$ cat src/logic/chw_consts.svh
`ifndef CHW_CONSTS_SVH
`define CHW_CONSTS_SVH

// register addresses as seen on the register port
`define CHW_ADDR_DISP_MODE  8'h10
`define CHW_ADDR_KEY_SRC    8'h42

// field positions
`define CHW_KEY_SCAN_MUX_FLAG_BIT        0
`define CHW_OP_KEY_BIT      0
`define CHW_OP_TMR_BIT      1
`define CHW_OP_RSVD_BIT     2
`define CHW_OP_INT_BIT      3

// operand bits that carry a wake function
`define CHW_OP_DEFINED_MASK 4'hB

// reset values
`define CHW_DISP_MODE_RST   4'h0
`define CHW_KEY_SRC_RST     4'h0
`define CHW_ARMED_RST       4'h0
`define CHW_NIB_ZERO        4'h0
`define CHW_ROUTE_RST       4'h0

`endif

$ cat src/logic/chw_pkg.sv
package chw_pkg;

	// cpu halt state
	typedef enum logic {
		CHW_ST_RUN,
		CHW_ST_HALT
	} chw_state_e;

	// one nibble of register or operand data
	typedef logic [3:0] chw_nib_t;

endpackage : chw_pkg

$ cat src/logic/chw_halt_ctrl.sv
`timescale 1ns/10ps
`include "chw_consts.svh"

module chw_halt_ctrl
	import chw_pkg::*;
#(
	parameter int NKEY = 4,
	parameter int NINT = 6
) (
	input  wire logic            clk_sys,         // system clock, 200 MHz
	input  wire logic            rst,             // power-on reset, async, active high
	input  wire logic            ce_pin,          // enable/reset pin, asynchronous
	input  wire logic [NKEY-1:0] key_return_pins, // key return pin levels, asynchronous
	input  wire logic            halt_exec,       // decoder pulse: halt instruction
	input  wire chw_nib_t        halt_operand,    // operand of the halt instruction
	input  wire logic            btm0_carry,      // timer-0 carry flag level
	input  wire logic [NINT-1:0] int_req,         // interrupt requests per source
	input  wire logic [NINT-1:0] int_en,          // per-source interrupt enables
	input  wire logic            int_gie,         // global interrupt enable
	input  wire logic            key_phase,       // display scan in key source phase
	input  wire logic            adc_sel_en,      // a key pin feeds the converter
	input  wire logic [1:0]      adc_sel,         // which key pin feeds the converter
	input  wire logic            reg_wr,          // register write strobe
	input  wire logic            reg_rd,          // register read strobe
	input  wire logic [7:0]      reg_addr,        // register address
	input  wire chw_nib_t        reg_wdata,       // register write data
	output chw_nib_t             reg_rdata_r,     // register read data
	output logic                 cpu_clk_en_r,    // cpu clock gate enable
	output logic                 periph_clk_en_r, // peripheral clock enable
	output logic                 halted_r,        // cpu is halted
	output logic                 resume_next_r,   // pulse: continue after halt
	output logic                 int_wake_r,      // pulse: release came from interrupt
	output logic                 reset_seq_r,     // pulse: run reset sequence
	output logic [NKEY-1:0]      key_pulldown_r,  // pull-down enables per key pin
	output logic [NKEY-1:0]      adc_route_r,     // one-hot pin routed to converter
	output logic [NKEY-1:0]      key_latch_r      // latched key levels
);

	chw_state_e      state_r;
	chw_state_e      state_nxt;
	chw_nib_t        armed_r;
	chw_nib_t        display_mode_select_r;
	chw_nib_t        key_source_pattern_r;
	logic [NKEY:0]   pins_sync;
	logic            ce_sync;
	logic            ce_d_r;
	logic            ce_rise;
	logic            por_done_r;
	logic            key_scan_mux_flag;
	logic [NKEY-1:0] key_latch;
	logic [NKEY-1:0] pulldown_en;
	logic [NKEY-1:0] adc_route_nxt;
	logic            wake_key;
	logic            wake_tmr;
	logic            wake_int;
	logic            int_accept;
	logic            wake_any;
	logic            halting;

	// enable pin and key pins cross into the clock domain together
	chw_sync2 #(
		.W (NKEY + 1)
	) u_sync (
		.clk_sys  (clk_sys),
		.rst      (rst),
		.async_in ({ce_pin, key_return_pins}),
		.sync_out (pins_sync)
	);

	assign ce_sync = pins_sync[NKEY];

	// edge detector on the synchronised enable level
	always_ff @(posedge clk_sys or posedge rst) begin
		if (rst) begin
			ce_d_r <= 1'b0;
		end else begin
			ce_d_r <= ce_sync;
		end
	end

	assign ce_rise = ce_sync && !ce_d_r;

	assign key_scan_mux_flag = display_mode_select_r[`CHW_KEY_SCAN_MUX_FLAG_BIT];

	always_comb begin
		adc_route_nxt = `CHW_ROUTE_RST;
		if (adc_sel_en) begin
			adc_route_nxt[adc_sel] = 1'b1;
		end
	end

	// converter routing register
	always_ff @(posedge clk_sys or posedge rst) begin
		if (rst) begin
			adc_route_r <= `CHW_ROUTE_RST;
		end else begin
			adc_route_r <= adc_route_nxt;
		end
	end

	// key latch and pull-down front end
	chw_key_front #(
		.N (NKEY)
	) u_key (
		.clk_sys     (clk_sys),
		.rst         (rst),
		.pin_sync    (pins_sync[NKEY-1:0]),
		.mux_mode    (key_scan_mux_flag),
		.key_phase   (key_phase),
		.src_nonzero (key_source_pattern_r != `CHW_NIB_ZERO),
		.adc_route   (adc_route_r),
		.key_latch   (key_latch),
		.pulldown_en (pulldown_en)
	);

	// pull-down drive registered to the pins
	always_ff @(posedge clk_sys or posedge rst) begin
		if (rst) begin
			key_pulldown_r <= '1;
			key_latch_r    <= '0;
		end else begin
			key_pulldown_r <= pulldown_en;
			key_latch_r    <= key_latch;
		end
	end

	// register writes; reset values restored by either reset
	always_ff @(posedge clk_sys or posedge rst) begin
		if (rst) begin
			display_mode_select_r <= `CHW_DISP_MODE_RST;
			key_source_pattern_r  <= `CHW_KEY_SRC_RST;
		end else if (ce_rise) begin
			display_mode_select_r <= `CHW_DISP_MODE_RST;
			key_source_pattern_r  <= `CHW_KEY_SRC_RST;
		end else if (reg_wr) begin
			if (reg_addr == `CHW_ADDR_DISP_MODE) begin
				display_mode_select_r <= reg_wdata;
			end
			if (reg_addr == `CHW_ADDR_KEY_SRC) begin
				key_source_pattern_r <= reg_wdata;
			end
		end
	end

	// register reads; unmapped addresses read zero
	always_ff @(posedge clk_sys or posedge rst) begin
		if (rst) begin
			reg_rdata_r <= `CHW_NIB_ZERO;
		end else if (reg_rd) begin
			unique case (reg_addr)
				`CHW_ADDR_DISP_MODE: begin
					reg_rdata_r <= display_mode_select_r;
				end
				`CHW_ADDR_KEY_SRC: begin
					reg_rdata_r <= key_source_pattern_r;
				end
				default: begin
					reg_rdata_r <= `CHW_NIB_ZERO;
				end
			endcase
		end
	end

	// interrupt accepted only with global and source enable
	assign int_accept = int_gie && |(int_req & int_en);

	// key wake, any latched high return level
	assign wake_key = armed_r[`CHW_OP_KEY_BIT] && |key_latch;
	assign wake_tmr = armed_r[`CHW_OP_TMR_BIT] && btm0_carry;
	assign wake_int = armed_r[`CHW_OP_INT_BIT] && int_accept;
	// wake conditions ORed; nothing armed never wakes
	assign wake_any = wake_key || wake_tmr || wake_int;

	// halt taken regardless of the enable pin level
	assign halting = halt_exec && (state_r == CHW_ST_RUN);

	// next state sampled every cycle during halt
	always_comb begin
		state_nxt = state_r;
		if (ce_rise) begin
			state_nxt = CHW_ST_RUN;
		end else begin
			unique case (state_r)
				CHW_ST_RUN: begin
					if (halting) begin
						state_nxt = CHW_ST_HALT;
					end
				end
				CHW_ST_HALT: begin
					if (wake_any) begin
						state_nxt = CHW_ST_RUN;
					end
				end
			endcase
		end
	end

	always_ff @(posedge clk_sys or posedge rst) begin
		if (rst) begin
			state_r <= CHW_ST_RUN;
		end else begin
			state_r <= state_nxt;
		end
	end

	// operand captured; undefined bit cannot arm anything
	always_ff @(posedge clk_sys or posedge rst) begin
		if (rst) begin
			armed_r <= `CHW_ARMED_RST;
		end else if (ce_rise) begin
			armed_r <= `CHW_ARMED_RST;
		end else if (halting) begin
			armed_r <= halt_operand & `CHW_OP_DEFINED_MASK;
		end
	end

	always_ff @(posedge clk_sys or posedge rst) begin
		if (rst) begin
			cpu_clk_en_r <= 1'b1;
			halted_r     <= 1'b0;
		end else begin
			cpu_clk_en_r <= (state_nxt == CHW_ST_RUN);
			halted_r     <= (state_nxt == CHW_ST_HALT);
		end
	end

	// peripheral clock never touched by halt
	always_ff @(posedge clk_sys or posedge rst) begin
		if (rst) begin
			periph_clk_en_r <= 1'b1;
		end else begin
			periph_clk_en_r <= 1'b1;
		end
	end

	always_ff @(posedge clk_sys or posedge rst) begin
		if (rst) begin
			resume_next_r <= 1'b0;
			int_wake_r    <= 1'b0;
		end else begin
			resume_next_r <= (state_r == CHW_ST_HALT) && wake_any && !ce_rise;
			int_wake_r    <= (state_r == CHW_ST_HALT) && wake_int && !ce_rise;
		end
	end

	// reset sequence once after power-on and on every pin reset
	always_ff @(posedge clk_sys or posedge rst) begin
		if (rst) begin
			por_done_r  <= 1'b0;
			reset_seq_r <= 1'b0;
		end else begin
			por_done_r  <= 1'b1;
			reset_seq_r <= ce_rise || !por_done_r;
		end
	end
endmodule : chw_halt_ctrl

$ cat src/logic/chw_sync2.sv
`timescale 1ns/10ps

module chw_sync2 #(
	parameter int W = 1
) (
	input  wire logic         clk_sys,  // system clock
	input  wire logic         rst,      // async reset, active high
	input  wire logic [W-1:0] async_in, // levels from outside the domain
	output logic      [W-1:0] sync_out  // synchronised levels
);

	logic [W-1:0] meta_r;
	logic [W-1:0] sync_r;

	// two-stage synchroniser; only the second stage leaves the module
	always_ff @(posedge clk_sys or posedge rst) begin
		if (rst) begin
			meta_r <= '0;
			sync_r <= '0;
		end else begin
			meta_r <= async_in;
			sync_r <= meta_r;
		end
	end

	assign sync_out = sync_r;

endmodule : chw_sync2

$ cat src/logic/chw_key_front.sv
`timescale 1ns/10ps

module chw_key_front #(
	parameter int N = 4
) (
	input  wire logic         clk_sys,     // system clock
	input  wire logic         rst,         // async reset, active high
	input  wire logic [N-1:0] pin_sync,    // synchronised key return levels
	input  wire logic         mux_mode,    // key source shared with segments
	input  wire logic         key_phase,   // key source phase of the display scan
	input  wire logic         src_nonzero, // key source pattern not all zero
	input  wire logic [N-1:0] adc_route,   // one-hot pin given to the converter
	output logic      [N-1:0] key_latch,   // latched key return levels
	output logic      [N-1:0] pulldown_en  // internal pull-down request
);

	genvar i;
	generate
		for (i = 0; i < N; i++) begin : g_pin
			logic latch_r;
			logic capture;

			// converter pins hold; muxed pins sample in key phase only
			assign capture = !adc_route[i] && (!mux_mode || (key_phase && src_nonzero));

			// pull-downs always on in direct mode, key phase only when muxed
			assign pulldown_en[i] = mux_mode ? key_phase : 1'b1;

			// latch holds the last captured level, cleared for an empty pattern when muxed
			always_ff @(posedge clk_sys or posedge rst) begin
				if (rst) begin
					latch_r <= 1'b0;
				end else if (capture) begin
					latch_r <= pin_sync[i];
				end else if (mux_mode && !src_nonzero && !adc_route[i]) begin
					latch_r <= 1'b0;
				end
			end

			assign key_latch[i] = latch_r;
		end
	endgenerate

endmodule : chw_key_front

$ cat config.mk
export PLATFORM = sky130hd
export DESIGN_NAME = chw_halt_ctrl
export DESIGN_NICKNAME = d
export VERILOG_FILES = /design/src/logic/chw_pkg.sv /design/src/logic/chw_halt_ctrl.sv /design/src/logic/chw_sync2.sv /design/src/logic/chw_key_front.sv
export VERILOG_INCLUDE_DIRS = /design/src /design/src/logic
export SDC_FILE = /design/constraint.sdc
export NUM_CORES = 1
export LEC_CHECK = 0
export BUFFER_PORTS_ARGS = -buffer_cell sky130_fd_sc_hd__buf_2
export CAP_MARGIN = 5
export CORE_MARGIN = 3
export CORE_UTILIZATION = 43
export CTS_CLUSTER_SIZE = 24
export DETAILED_ROUTE_END_ITERATION = 10
export PLACE_DENSITY = 0.73
export SETUP_SLACK_MARGIN = 0.02
export SYNTH_ARGS = -nofsm -noshare
export SYNTH_HDL_FRONTEND = slang
export SYNTH_SLANG_ARGS = --single-unit
$ cat constraint.sdc
create_clock -name clk_sys -period 1.4 [get_ports clk_sys]
set_input_delay 0.28 -clock clk_sys [delete_from_list [all_inputs] [get_ports clk_sys]]
set_output_delay 0.28 -clock clk_sys [all_outputs]
set_load 0.02 [all_outputs]
==> results.cfg <==
[floorplanning]
die_w_um = 69.7
initial_core_util_pct = 46.0
num_rows = 22
floorplan.die_area_mm2 = 0.00486
die_h_um = 69.7
core_mm2 = 0.00380
ioPinCount = 66

[layout]
layout-drive-gt1-share_pct = 40.3
fin_util_pct = 59.9
nets = 259
final_cells = 264
area_delta_synth_final_pct = 30.3
antennaDiodeCount = 0
final_cell_area_mm2 = 0.00228

[route]
wirelength_mm = 3.27
via_per_inst = 4.83
drc = 0
dr_wl_met2_mm = 1.63
wl_met1_mm = 1.37
routedWlPerCell_um = 12.4
first_iter_violations = 21
met3WireLength_um = 253
ant_nets = 0
drtPass1Iterations = 4
top_layer_used = met4
vias = 1274

[sta]
drv_slew = 0
worstMarginPinSlew_ns = 0.536
rsz0062_at_grt = true
fmax_ghz = 0.749
finalSetupViolCount = 0
finalCritPeriodShare_pct = 95.3
finClkSkew_ns = 0.00429
post-route-worst-setup-slack_ns = 0.0655
max_slew_margin_pct = 64.3
fin_crit_ns = 1.33
final-hold-violation-count = 0

[pwr]
p_per_area_mw_per_mm2 = 1130
vdd_drop_max_mv = 0.667
p_total_w = 0.00257
leakagePower_nw = 1.16

[yosys]
ys.flop_type = dfrtp_1
synth_area_leaders = dfrtp_1 62%, mux2i_1 6.3%, dfstp_2 3.0%
synth_seq_cells = 45
yosysSeqAreaShare_pct = 64.6
synthTopCellsByCount = 43 x dfrtp_1, 14 x nand2_1, 11 x mux2i_1
syn_avg_cell_area_um2 = 12.5
synth.most_common_cell = dfrtp_1
synth.distinct_cells = 32
synthesis.area_mm2 = 0.00175
synth_edf_count = 0
synthesis.instances = 140
synth_top_area_share_pct = 61.6
async_flop_share_pct = 100
yosys_warnings = 0
synth_area_leader_cell = dfrtp_1

[status]
outcome = finished clean

[worst_setup_path]
endpoint_kind = flop
start_kind = flop
path_max_fanout = 3
crit_type = flop to flop
cp_data_arrival_time_ns = 1.57
required_ns = 1.63

[global_route]
grtUsageTotal_pct = 14.2
antenna_found_initial = 0
grt_max_degree = 23
grt_pass1_vias = 1289
grt-ovfl-total = 0
grt_pass1_wl_mm = 5.55

[placed_design]
io_buffers = 63
gp_congestion = 0.774
dpl.hpwl_mm = 2.62
place_inst = 255
place_area_mm2 = 0.00215
pre_cts_slack_ns = -0.00625

[clock_network]
numCtsBuffers = 5
cts_setup_buffers = 0
cts_tree = done
cts_root_buffer = clkbuf_8
worst_skew_pair.late_latency_ns = 0.29
clock_sinks = 45
htree_levels = 2
clk_pin_slew_ns = 0.08
clockBufferDepth = 2

[worst_hold_path]
hold_path.class = primary input to flop

[flow_run]
maxCapViolations = 0
metrics by stage:
step	hold WS [ns]	TNS [ns]
finish	0.0959	0
global placement	0.192	0
global route	0.0806	0
floorplan	0.311	0
detailed placement	0.195	-0.0100
CTS	0.0841	0
area by class of cell:
| cell class | count | area, µm² |
|---|---|---|
| Clock buffer | 6 | 82.6 |
| Timing Repair Buffer | 72 | 385 |
| Sequential cell | 45 | 1130 |
| Multi-Input combinational cell | 81 | 568 |
| Clock inverter | 2 | 13.8 |
| Tap cell | 48 | 60.1 |
| Inverter | 10 | 37.5 |
| Fill cell | 326 | 1520 |
cells in the final DEF, fill, tap and decap left out, types with 2 or more instances in the layout:
master / instances
a22oi_1: 6
o21ai_0: 4
mux2i_1: 11
nor2_1: 7
nand2b_1: 2
o22ai_1: 5
inv_1: 9
nor2b_1: 2
nand3_1: 3
buf_2: 63
conb_1: 2
and3b_1: 2
buf_4: 8
a32o_1: 4
dfrtp_1: 43
clkbuf_8: 6
and3_1: 4
nand2_1: 14
dfstp_2: 2
sequential cells by signal, indices dropped and copies added (netlist names), 3 cells and up:
name                   count
display_mode_select_r      4
u_sync.sync_out            5
key_latch_r                4
u_sync.meta_r              5
u_key.g_pin.latch_r        4
armed_r                    3
adc_route_r                4
key_source_pattern_r       4
reg_rdata_r                4
worst paths after layout:
path	start	endpoint	slack, ns	depth (start not counted)
max in group asynchronous	rst	key_pulldown_r[0]	0.43	4
max reg2reg	u_key.g_pin[2].latch_r	halted_r	0.07	3
min	key_return_pins[3]	u_sync.meta_r[3]	0.1	1
min reg2reg	u_sync.meta_r[4]	u_sync.sync_out[4]	0.35	0
min in group asynchronous	rst	reg_rdata_r[0]	0.44	3
max	u_key.g_pin[2].latch_r	halted_r	0.07	3
power by group:
part	switching [W]	internal, W
logic	0.000181	0.000150
clock network	0.000408	0.000400
registers	0.0000483	0.00138
logic make-up (layout without fill, tap and decap cells):
group	Yosys count	in the layout	synth area share (%)
multiplexers	11	11	6.30
AO/OA/AOI/OAI	24	24	10.1
buffers and inverters	15	90	4.08
other	1	2	0.215
AND/OR/NAND/NOR	44	44	14.7
flip-flops	45	45	64.6
critical path, cell delays in order, from the launching register on:
cell     delay [ns]
dfrtp_1        0.38
or4_4          0.55
a31oi_4        0.18
o211a_1        0.17
layer usage:
metal,track usage (%),vias to the layer above
li1,-,639
met1,17.3,591
met2,24.0,42
met3,4.64,2
met4,3.83,0
met5,0,-
what timing repair did:
action,4_1_cts,5_1_grt
pin swaps,1,0
hold buffers,1,0
endpoints found under the hold margin,6,0
resized for setup,1,1
setup endpoints to repair,3,5
No activity file was read; power rests on OpenSTA's default activity.
